File: src/pkg/crg_defines.vh
`ifndef CRG_DEFINES_VH
`define CRG_DEFINES_VH

// register indices on the plain software port
`define CRG_REG_CTRL     4'h0
`define CRG_REG_POL      4'h1
`define CRG_REG_STATUS   4'h2
`define CRG_REG_DISP     4'h3
`define CRG_REG_COUNT    4'h4
`define CRG_REG_TIMER    4'h5
`define CRG_REG_PCOUNT   4'h6
`define CRG_REG_PTIME    4'h7
`define CRG_REG_ROW_UP   4'h8
`define CRG_REG_ROW_LO   4'h9

// ctrl register bits (write: commands are self-clearing pulses)
`define CRG_CTRL_START   0
`define CRG_CTRL_STOP    1
`define CRG_CTRL_MODE_LO 2
`define CRG_CTRL_MODE_HI 3
`define CRG_CTRL_CLEAR   4

// stop modes
`define CRG_MODE_NONE    2'h0
`define CRG_MODE_COUNT   2'h1
`define CRG_MODE_TIMER   2'h2

// polarity bank bits, 1 = active high
`define CRG_POL_START    0
`define CRG_POL_STOP     1
`define CRG_POL_GATE     2
`define CRG_POL_RUN      3
`define CRG_POL_RESET    4'hf

// status bits
`define CRG_ST_STARTED   0
`define CRG_ST_RUN       1
`define CRG_ST_LIMIT     2
`define CRG_ST_GATE      3

// display source selectors
`define CRG_SRC_COUNT    2'h0
`define CRG_SRC_TIMER    2'h1
`define CRG_SRC_PCOUNT   2'h2
`define CRG_SRC_PTIME    2'h3
`define CRG_DISP_RESET   4'h4

// timer tick: 1 us at 125 MHz
`define CRG_TICK_NS      1000
`define CRG_CLK_NS       8
`define CRG_TICK_CYC     (`CRG_TICK_NS / `CRG_CLK_NS)

`endif

File: src/verilog/crg_run_gate.v
`timescale 1ns/10ps
`include "crg_defines.vh"
module crg_run_gate #(
  parameter CW = 32,
  parameter TW = 32
) (
  input  wire          clk,
  input  wire          nrst,
  input  wire          start_in,
  input  wire          stop_in,
  input  wire          gate_in,
  input  wire          limit_ch_tick,
  input  wire [3:0]    reg_addr,
  input  wire [31:0]   reg_wdata,
  input  wire          reg_wr,
  input  wire          reg_rd,
  output reg  [31:0]   reg_rdata,
  output reg           run_out,
  output reg           count_en,
  output reg  [1:0]    row_upper_sel,
  output reg  [1:0]    row_lower_sel
);

  // ****************************************
  // reset release
  // ****************************************
  reg rst_s1_r;
  reg rst_n_r;

  always @(posedge clk or negedge nrst) begin
    if (!nrst) begin
      rst_s1_r <= 1'b0;
      rst_n_r  <= 1'b0;
    end else begin
      rst_s1_r <= 1'b1;
      rst_n_r  <= rst_s1_r;
    end
  end

  // ****************************************
  // input synchronisers and qualification
  // ****************************************
  wire start_s;
  wire stop_s;
  wire gate_s;

  // undriven start/stop resolve low and gate high at the pad pulls
  crg_sync2 #(.RST_VAL(1'b0)) u_sync_start (
    .clk   (clk),
    .rst_n (rst_n_r),
    .d     (start_in),
    .q     (start_s)
  );
  crg_sync2 #(.RST_VAL(1'b0)) u_sync_stop (
    .clk   (clk),
    .rst_n (rst_n_r),
    .d     (stop_in),
    .q     (stop_s)
  );
  crg_sync2 #(.RST_VAL(1'b1)) u_sync_gate (
    .clk   (clk),
    .rst_n (rst_n_r),
    .d     (gate_in),
    .q     (gate_s)
  );

  reg  [3:0] polarity_switch_bank_r;
  wire       start_act = start_s ~^ polarity_switch_bank_r[`CRG_POL_START];
  wire       stop_act  = stop_s  ~^ polarity_switch_bank_r[`CRG_POL_STOP];
  wire       gate_act  = gate_s  ~^ polarity_switch_bank_r[`CRG_POL_GATE];
  wire       start_edge;
  wire       stop_edge;

  crg_edge u_edge_start (
    .clk   (clk),
    .rst_n (rst_n_r),
    .lvl   (start_act),
    .rise  (start_edge)
  );
  crg_edge u_edge_stop (
    .clk   (clk),
    .rst_n (rst_n_r),
    .lvl   (stop_act),
    .rise  (stop_edge)
  );

  // ****************************************
  // software registers
  // ****************************************
  reg  [1:0]    stop_mode_r;
  reg  [CW-1:0] preset_count_r;
  reg  [TW-1:0] preset_time_r;
  reg  [CW-1:0] limit_count_r;
  reg  [TW-1:0] elapsed_r;
  reg  [7:0]    tick_cnt_r;
  reg           started_r;
  reg           limit_hit_r;

  wire wr_ctrl  = reg_wr && (reg_addr == `CRG_REG_CTRL);
  wire sw_start = wr_ctrl && reg_wdata[`CRG_CTRL_START];
  wire sw_stop  = wr_ctrl && reg_wdata[`CRG_CTRL_STOP];
  wire sw_clear = wr_ctrl && reg_wdata[`CRG_CTRL_CLEAR];
  wire [1:0] mode_wr = reg_wdata[`CRG_CTRL_MODE_HI:`CRG_CTRL_MODE_LO];

  always @(posedge clk or negedge rst_n_r) begin
    if (!rst_n_r) begin
      stop_mode_r            <= `CRG_MODE_NONE;
      polarity_switch_bank_r <= `CRG_POL_RESET;
      preset_count_r         <= {CW{1'b0}};
      preset_time_r          <= {TW{1'b0}};
      row_upper_sel          <= `CRG_SRC_COUNT;
      row_lower_sel          <= `CRG_SRC_TIMER;
    end else if (reg_wr) begin
      case (reg_addr)
        `CRG_REG_CTRL:   stop_mode_r <= mode_wr;
        `CRG_REG_POL:    polarity_switch_bank_r <= reg_wdata[3:0];
        `CRG_REG_PCOUNT: preset_count_r <= reg_wdata[CW-1:0];
        `CRG_REG_PTIME:  preset_time_r <= reg_wdata[TW-1:0];
        `CRG_REG_DISP: begin
          row_upper_sel <= reg_wdata[1:0];
          row_lower_sel <= reg_wdata[3:2];
        end
        default: ;
      endcase
    end
  end

  // ****************************************
  // run state
  // ****************************************
  wire limit_mode  = (stop_mode_r == `CRG_MODE_COUNT) || (stop_mode_r == `CRG_MODE_TIMER);
  wire cnt_reach   = (stop_mode_r == `CRG_MODE_COUNT) && (limit_count_r >= preset_count_r);
  wire tim_reach   = (stop_mode_r == `CRG_MODE_TIMER) && (elapsed_r >= preset_time_r);
  wire reach       = cnt_reach || tim_reach;
  wire any_stop    = stop_edge || sw_stop;
  wire any_start   = start_edge || sw_start;
  wire locked      = limit_mode && (limit_hit_r || reach);
  wire active      = started_r && gate_act;
  wire tick        = (tick_cnt_r == (`CRG_TICK_CYC - 1));

  always @(posedge clk or negedge rst_n_r) begin
    if (!rst_n_r) begin
      started_r   <= 1'b0;
      limit_hit_r <= 1'b0;
    end else begin
      if (any_stop) begin
        started_r <= 1'b0;
      end else if (started_r && reach) begin
        started_r <= 1'b0;
      end else if (any_start && !locked) begin
        started_r <= 1'b1;
      end
      // a limit hit in the clear cycle still locks: the set wins
      if (started_r && reach) begin
        limit_hit_r <= 1'b1;
      end else if (sw_clear) begin
        limit_hit_r <= 1'b0;
      end
    end
  end

  // counters local to the limit test; the unit's channel counters live elsewhere
  always @(posedge clk or negedge rst_n_r) begin
    if (!rst_n_r) begin
      limit_count_r <= {CW{1'b0}};
      elapsed_r     <= {TW{1'b0}};
      tick_cnt_r    <= 8'h00;
    end else if (sw_clear) begin
      limit_count_r <= {CW{1'b0}};
      elapsed_r     <= {TW{1'b0}};
      tick_cnt_r    <= 8'h00;
    end else if (active) begin
      if (limit_ch_tick) begin
        limit_count_r <= limit_count_r + {{(CW-1){1'b0}}, 1'b1};
      end
      if (tick) begin
        tick_cnt_r <= 8'h00;
        elapsed_r  <= elapsed_r + {{(TW-1){1'b0}}, 1'b1};
      end else begin
        tick_cnt_r <= tick_cnt_r + 8'h01;
      end
    end
  end

  // ****************************************
  // outputs
  // ****************************************
  always @(posedge clk or negedge rst_n_r) begin
    if (!rst_n_r) begin
      count_en <= 1'b0;
      run_out  <= 1'b0;
    end else begin
      count_en <= active;
      run_out  <= active ~^ polarity_switch_bank_r[`CRG_POL_RUN];
    end
  end

  // ****************************************
  // read port
  // ****************************************
  reg [31:0] rd_nxt;

  function [31:0] crg_src;
    input [1:0] sel;
    input [31:0] c;
    input [31:0] t;
    input [31:0] pc;
    input [31:0] pt;
    begin
      case (sel)
        `CRG_SRC_COUNT:  crg_src = c;
        `CRG_SRC_TIMER:  crg_src = t;
        `CRG_SRC_PCOUNT: crg_src = pc;
        default:         crg_src = pt;
      endcase
    end
  endfunction

  wire [31:0] cnt32  = {{(32-CW){1'b0}}, limit_count_r};
  wire [31:0] tim32  = {{(32-TW){1'b0}}, elapsed_r};
  wire [31:0] pcnt32 = {{(32-CW){1'b0}}, preset_count_r};
  wire [31:0] ptim32 = {{(32-TW){1'b0}}, preset_time_r};

  always @* begin
    rd_nxt = 32'h0000_0000;
    case (reg_addr)
      `CRG_REG_CTRL:   rd_nxt = {28'h000_0000, stop_mode_r, 2'b00};
      `CRG_REG_POL:    rd_nxt = {28'h000_0000, polarity_switch_bank_r};
      `CRG_REG_STATUS: rd_nxt = {28'h000_0000, gate_act, limit_hit_r, active, started_r};
      `CRG_REG_DISP:   rd_nxt = {28'h000_0000, row_lower_sel, row_upper_sel};
      `CRG_REG_COUNT:  rd_nxt = cnt32;
      `CRG_REG_TIMER:  rd_nxt = tim32;
      `CRG_REG_PCOUNT: rd_nxt = pcnt32;
      `CRG_REG_PTIME:  rd_nxt = ptim32;
      `CRG_REG_ROW_UP: rd_nxt = crg_src(row_upper_sel, cnt32, tim32, pcnt32, ptim32);
      `CRG_REG_ROW_LO: rd_nxt = crg_src(row_lower_sel, cnt32, tim32, pcnt32, ptim32);
      default:         rd_nxt = 32'h0000_0000;
    endcase
  end

  // read data stand only in the cycle after the strobe
  always @(posedge clk or negedge rst_n_r) begin
    if (!rst_n_r) begin
      reg_rdata <= 32'h0000_0000;
    end else if (reg_rd) begin
      reg_rdata <= rd_nxt;
    end else begin
      reg_rdata <= 32'h0000_0000;
    end
  end

endmodule

File: src/verilog/crg_sync2.v
`timescale 1ns/10ps
module crg_sync2 #(
  parameter RST_VAL = 1'b0
) (
  input  wire clk,
  input  wire rst_n,
  input  wire d,
  output wire q
);
  reg meta_r;
  reg q_r;

  // meta_r feeds only q_r
  always @(posedge clk or negedge rst_n) begin
    if (!rst_n) begin
      meta_r <= RST_VAL;
      q_r    <= RST_VAL;
    end else begin
      meta_r <= d;
      q_r    <= meta_r;
    end
  end

  assign q = q_r;
endmodule

File: src/verilog/crg_edge.v
`timescale 1ns/10ps
module crg_edge (
  input  wire clk,
  input  wire rst_n,
  input  wire lvl,
  output wire rise
);
  reg prev_r;

  // reset to 1, but lvl comes from a synchroniser that resets low, so a line already active at reset still gives an edge
  always @(posedge clk or negedge rst_n) begin
    if (!rst_n) begin
      prev_r <= 1'b1;
    end else begin
      prev_r <= lvl;
    end
  end

  assign rise = lvl & ~prev_r;
endmodule

File: config.mk
export PLATFORM = sky130hd
export DESIGN_NAME = crg_run_gate
export DESIGN_NICKNAME = d
export VERILOG_FILES = /design/src/verilog/crg_run_gate.v /design/src/verilog/crg_sync2.v /design/src/verilog/crg_edge.v
export VERILOG_INCLUDE_DIRS = /design/src /design/src/pkg
export SDC_FILE = /design/constraint.sdc
export NUM_CORES = 1
export LEC_CHECK = 0
export BUFFER_PORTS_ARGS = -buffer_cell sky130_fd_sc_hd__clkbuf_2
export CORE_MARGIN = 2
export CORE_UTILIZATION = 47
export DETAILED_ROUTE_END_ITERATION = 16
export PLACE_DENSITY_LB_ADDON = 0.08
export REMOVE_ABC_BUFFERS = 1
export SLEW_MARGIN = 15
export SYNTH_ARGS = -nofsm -noshare
export SYNTH_HDL_FRONTEND = slang
export SYNTH_SLANG_ARGS = --single-unit
File: constraint.sdc
create_clock -name clk -period 6.3 [get_ports clk]
set_clock_uncertainty 0.1 [all_clocks]
set_input_delay 0.315 -clock clk [delete_from_list [all_inputs] [get_ports clk]]
set_output_delay 0.315 -clock clk [all_outputs]
set_load 0.02 [all_outputs]
==> results of run 1 <==
## final timing paths
check	from	to	slack, ps	cells after the start
setup / recovery	elapsed_r[0]	started_r	3410	9
hold / removal	reg_wdata[26]	pcnt32[26]	20	2
min in group asynchronous	nrst	rst_n_r	80	2
setup reg to reg	elapsed_r[0]	started_r	3410	9
max in group asynchronous	rst_n_r	reg_rdata[21]	4680	1
hold reg to reg	rst_n_r	u_sync_stop.q	240	0
## cells in the final DEF, fill, tap and decap left out, types with 8 or more instances in the layout
| master | n |
|---|---|
| mux2_2 | 74 |
| or3_1 | 9 |
| a22oi_1 | 8 |
| mux4_2 | 64 |
| dfrtp_1 | 180 |
| a31oi_1 | 31 |
| clkbuf_2 | 81 |
| nand4_1 | 23 |
| nor3_1 | 8 |
| buf_4 | 16 |
| xnor2_1 | 15 |
| nand2_1 | 124 |
| xor2_1 | 45 |
| a21oi_1 | 41 |
| o21ai_0 | 26 |
| clkbuf_16 | 17 |
| nand3_1 | 28 |
| ha_1 | 70 |
| inv_1 | 77 |
| dfstp_2 | 9 |
| a221oi_1 | 30 |
| nor2_1 | 85 |
| a22o_1 | 27 |
| and3_1 | 11 |
| and4_1 | 8 |
## sequential cells by signal, indices dropped and copies added (netlist names), 2 cells and up
register / cells
cnt32: 32
preset_time_r: 32
row_upper_sel: 2
polarity_switch_bank_r: 4
reg_rdata: 32
tick_cnt_r: 8
stop_mode_r: 2
row_lower_sel: 2
pcnt32: 32
elapsed_r: 32
## logic make-up after synthesis
| group | share of synthesized area, % |
|---|---|
| compound gates | 11.1 |
| xor+xnor | 4.45 |
| fa+ha+maj | 7.20 |
| buf+inv | 4.89 |
| flops | 39.6 |
| mux | 19.1 |
| other cells | 0.0308 |
| simple gates | 13.7 |
## final cells by class
cell class,instances,area share [%]
clock buffer,17,3.16
clock inverter,15,1.24
timing repair buffer,101,4.20
multi-input combinational,809,50.4
sequential,192,35.8
tap,330,3.07
inverter,77,2.15
## stage by stage
step	total power [mW]	std cells
floorplan	2.35	1078
global placement	2.63	1505
detailed placement	2.66	1505
CTS	3.79	1541
global route	3.97	1541
finish	3.76	1541
## per-layer routing
layer,part of all wire (%),vias to the layer above,global-route usage [%],wire (µm)
li1,-,4298,-,-
met4,1.2,0,6.17,371
met3,4.2,35,3.14,1330
met5,0,-,0,0
met1,46,4624,34.1,14500
met2,49,273,40.3,15500
## report_power, final
group	internal, mW	total (mW)	switching [mW]	leakage, nW
clock network	0.570	1.12	0.551	0.291
logic	0.485	0.963	0.479	3.27
registers	1.41	1.67	0.261	2.48
## repair_timing
item	CTS	global route
setup endpoints to repair	0	0
hold buffers	4	0
hold endpoints to repair	5	0
==> run_results.csv, run 1 <==
group,metric,value,unit
placement,postPlaceCellArea,12800,µm²
layout,area_growth,10.7,%
floorplan,dieWidth,165,µm
floorplan,die-area,27200,µm²
clock_network,clk_root_buffer_cell,"clkbuf_16",
yosys,yosysMostFrequentCell,"dfrtp_1",
placement,dp_hpwl,21.7,mm
routing,avgViaCountPerCell,5.99,
yosys,synth_edf_count,0,
placement,gp_congestion,0.845,
worst_setup_path,crit_type,"reg2reg",
layout,final_area,13500,µm²
yosys,netlist_instances,1144,
pwr,max-vdd-ir-drop,0.176,mV
layout,utilization,53.2,%
yosys,yosysTopAreaCell,"dfrtp_1",
sta,tightest_slew,1080,ps
sta,max_freq,346,MHz
clock_network,clkSinkCount,192,
worst_setup_path,worstPathArrival,3170,ps
yosys,synth_cell_types,70,
sta,min_period,2890,ps
clock_network,cts_resized,0,
yosys,ys_seq_elements,192,
sta,finalSetupViolations,0,
placement,portBuffers,81,
global_routing,antenna_found_initial,0,
worst_setup_path,path_max_fanout,7,
placement,place_ws,3260,ps
layout,fillers,2250,
layout,final_nets,1312,
clock_network,clk_latency,440,ps
clock_network,clkTransAtPathRegs,80,ps
sta,rsz0062_at_grt,"no",
worst_setup_path,crit_family,"compound AO/OA/AOI/OAI gates",
yosys,yosys_warnings,0,
layout,antenna_cells,0,
global_routing,grt-ovfl-total,0,
floorplan,start_util,48.0,%
routing,ant_nets,0,
worst_setup_path,cp-start-kind,"register",
yosys,ys.flop_type,"dfrtp_1",
clock_network,tritoncts,"done",
routing,drtPass1Iterations,5,
clock_network,postCtsSetupBuffers,0,
sta,tns,0,ps
hold_path,hold_path.class,"in2reg",
clock_network,h-tree-depth,4,
sta,period_share,45.9,%
sta,timing.hold.ws,16.7,ps
floorplan,fp.dieH,165,µm
clock_network,max-clock-path-buffers,2,
worst_setup_path,crit_chain,"inv_1 > ha_1 > nand2b_1 > a2111oi_0 > and4b_1 > o31ai_1 > nand3_1 > a21oi_1 > a31o_2",
yosys,synth_commonest_cells,"dfrtp_1 (183), nand2_1 (124), nor2_1 (89)",
layout,multi_input_area,6780,µm²
sta,relSlewSlack,28.2,%
worst_setup_path,required,6580,ps
pwr,p_leak,6.04,nW
worst_setup_path,crit_slowest_cell,"a2111oi_0",
global_routing,grt_start_max_net_pins,70,
status,outcome,"finished clean",
floorplan,ios,82,
floorplan,rows,58,
routing,drt_iter0_markers,674,
layout,seq_area,4820,µm²
worst_setup_path,slowest_delay,530,ps
sta,slew_viol_final,0,
global_routing,grt_pass1_vias,9147,
pwr,powerDensity,279,nW/µm²
yosys,syn_area_per_cell,10.6,µm²
yosys,async_flop_share,100,%
routing,wl_per_cell,20.5,µm
clock_network,cts_made_buffers,17,
routing,drc_errors,0,
yosys,synth_top_area_share,37.6,%
floorplan,fp.coreArea,25300,µm²
yosys,netlist_area,12200,µm²
routing,drt-total-wl,31.6,mm
worst_setup_path,crit_path_end_kind,"register",
job,max_cap_violations,0,
sta,report.final.hold_viol_count,0,
yosys,yosysSeqAreaShare,39.6,%
routing,vias,9230,
worst_setup_path,critPathBufInv,1,
global_routing,grt_first_pass_wirelength,51.1,mm
yosys,synth_area_leaders,"dfrtp_1 (38%), mux4_2 (12%), ha_1 (7.2%)",
sta,fin_ws,3410,ps
layout,drive_above_1_share,25.4,%
global_routing,gr-usage-all-layers,24.4,%
Note: power is estimated with default switching activity, not from simulation.
==> run 2, diff against run 1 <==
Clock period 6.3 ns to 2.96 ns, I/O delays scaled along.
==> run_results.csv, run 2 (synthesized netlist as in run 1, its figures left out) <==
group,metric,value,unit
global_routing,gr-usage-all-layers,25.3,%
routing,drtPass1Iterations,5,
sta,tightest_slew,839,ps
worst_setup_path,crit_path_end_kind,"register",
clock_network,cts_resized,0,
pwr,max-vdd-ir-drop,0.354,mV
clock_network,cts_made_buffers,17,
pwr,pwr-share-comb,27.7,%
sta,relSlewSlack,44.0,%
routing,drt_iter0_markers,603,
worst_setup_path,cp-start-kind,"register",
layout,final_nets,1371,
clock_network,clkTransAtPathRegs,80,ps
pwr,total_power,7.95,mW
placement,dp.cells,1531,
global_routing,grt-ovfl-total,0,
worst_setup_path,path_max_fanout,8,
clock_network,h-tree-depth,4,
sta,period_share,86.0,%
routing,routedLengthMet1,14.8,mm
routing,vias,9407,
status,outcome,"finished clean",
clock_network,cts_hold_buf,37,
worst_setup_path,crit_type,"reg2reg",
pwr,p_sw,2.74,mW
placement,portBuffers,81,
layout,fillers,2246,
clock_network,max-clock-path-buffers,2,
clock_network,tritoncts,"done",
routing,ant_nets,0,
pwr,clkPwrFrac,28.3,%
pwr,p_sw_share,34.5,%
layout,final_common_cell,"dfrtp_1",
global_routing,grt_pass1_vias,9303,
pwr,power_frac_seq,44.0,%
floorplan,ios,82,
routing,dr_wl_met2,15.8,mm
global_routing,grt_start_max_net_pins,54,
layout,area_growth,14.9,%
sta,finalSetupViolations,0,
global_routing,antenna_found_initial,0,
routing,topRoutingLayerUsed,"met4",
floorplan,rows,58,
worst_setup_path,required,3180,ps
layout,antenna_cells,0,
clock_network,clk_root_buffer_cell,"clkbuf_16",
routing,drt-total-wl,32.6,mm
sta,report.final.hold_viol_count,0,
sta,rsz0062_at_grt,"no",
clock_network,clk_latency,450,ps
routing,wl_per_cell,20.3,µm
layout,drive_above_1_share,26.3,%
layout,final_cells,1600,
routing,avgViaCountPerCell,5.88,
pwr,p_leak,6.31,nW
floorplan,die-area,27200,µm²
pwr,p_int,5.21,mW
sta,slew_viol_final,0,
routing,wl_met3,1.44,mm
routing,drc_errors,0,
floorplan,fp.dieH,165,µm
floorplan,fp.coreArea,25300,µm²
global_routing,grt_first_pass_wirelength,52.7,mm
clock_network,clkSinkCount,192,
worst_setup_path,worstPathArrival,2770,ps
job,max_cap_violations,0,
placement,dp_hpwl,23.5,mm
sta,max_freq,393,MHz
sta,min_period,2550,ps
clock_network,postCtsSetupBuffers,0,
floorplan,dieWidth,165,µm
floorplan,start_util,48.0,%
hold_path,hold_path.class,"in2reg",
placement,gp_congestion,0.905,
worst_setup_path,r2r_slack,410,ps
layout,layout_common_cells,"dfrtp_1 (180), nand2_1 (124), nor2_1 (85)",
pwr,powerDensity,569,nW/µm²
[run 2: cell count changes in the layout (fill, tap and decap cells not counted), sizes merged]
cell	delta
clkinv	+3
clkinvlp	+1
buf	+26
dlygate4sd3	+33
bufinv	-1
inv	-3
[run 2: area by class of cell]
type | instances | area, µm² | area share (%)
multi-input combinational | 809 | 6780 | 48.5
sequential | 192 | 4820 | 34.5
timing repair buffer | 160 | 1130 | 8.07
clock buffer | 17 | 425 | 3.04
tap | 330 | 413 | 2.95
inverter | 77 | 289 | 2.07
clock inverter | 15 | 125 | 0.895
[run 2: worst paths after layout]
path | start | end | depth (start not counted)
max | tick_cnt_r[0] | elapsed_r[20] | 8
min | limit_ch_tick | cnt32[1] | 4
max reg2reg | tick_cnt_r[0] | elapsed_r[20] | 8
min reg2reg | rst_n_r | preset_time_r[3] | 0
max in group asynchronous | rst_n_r | preset_time_r[20] | 1
min in group asynchronous | rst_n_r | preset_time_r[3] | 0
[run 2: critical path, stage by stage, from the launching register on]
cell     delay [ps]
dfrtp_1         410
inv_1           100
ha_1            160
or2b_2          340
o31ai_4         480
and3_1          440
and3_1          220
xnor2_1         110
nor2_1           50
[run 2: power by group through the flow]
stage / registers (mW) / logic, mW / clock network, mW
6_report: 3.50 / 2.20 / 2.25
5_1_grt: 3.56 / 2.43 / 2.39
4_1_cts: 3.49 / 2.22 / 2.29
3_5_place_dp: 3.54 / 2.17 / 0
3_3_place_gp: 3.52 / 2.14 / 0
2_1_floorplan: 3.60 / 1.40 / 0
[run 2: metrics by stage]
step	setup slack (ps)	util, %	hold WS [ps]	setup TNS, ps	cell area [µm²]
after CTS	383	55.2	91.8	0	14000
after global placement	430	51.6	-166	0	13100
after floorplan	-2870	-	-248	-533870	11900
after global routing	256	55.2	123	0	14000
final	415	55.2	96.6	0	14000
after detailed placement	404	51.6	-163	0	13100
[run 2: per-layer routing]
metal | GRT usage, % | up-vias
li1 | - | 4437
met1 | 34.5 | 4661
met2 | 42.2 | 268
met3 | 3.87 | 41
met4 | 6.72 | 0
met5 | 0 | -
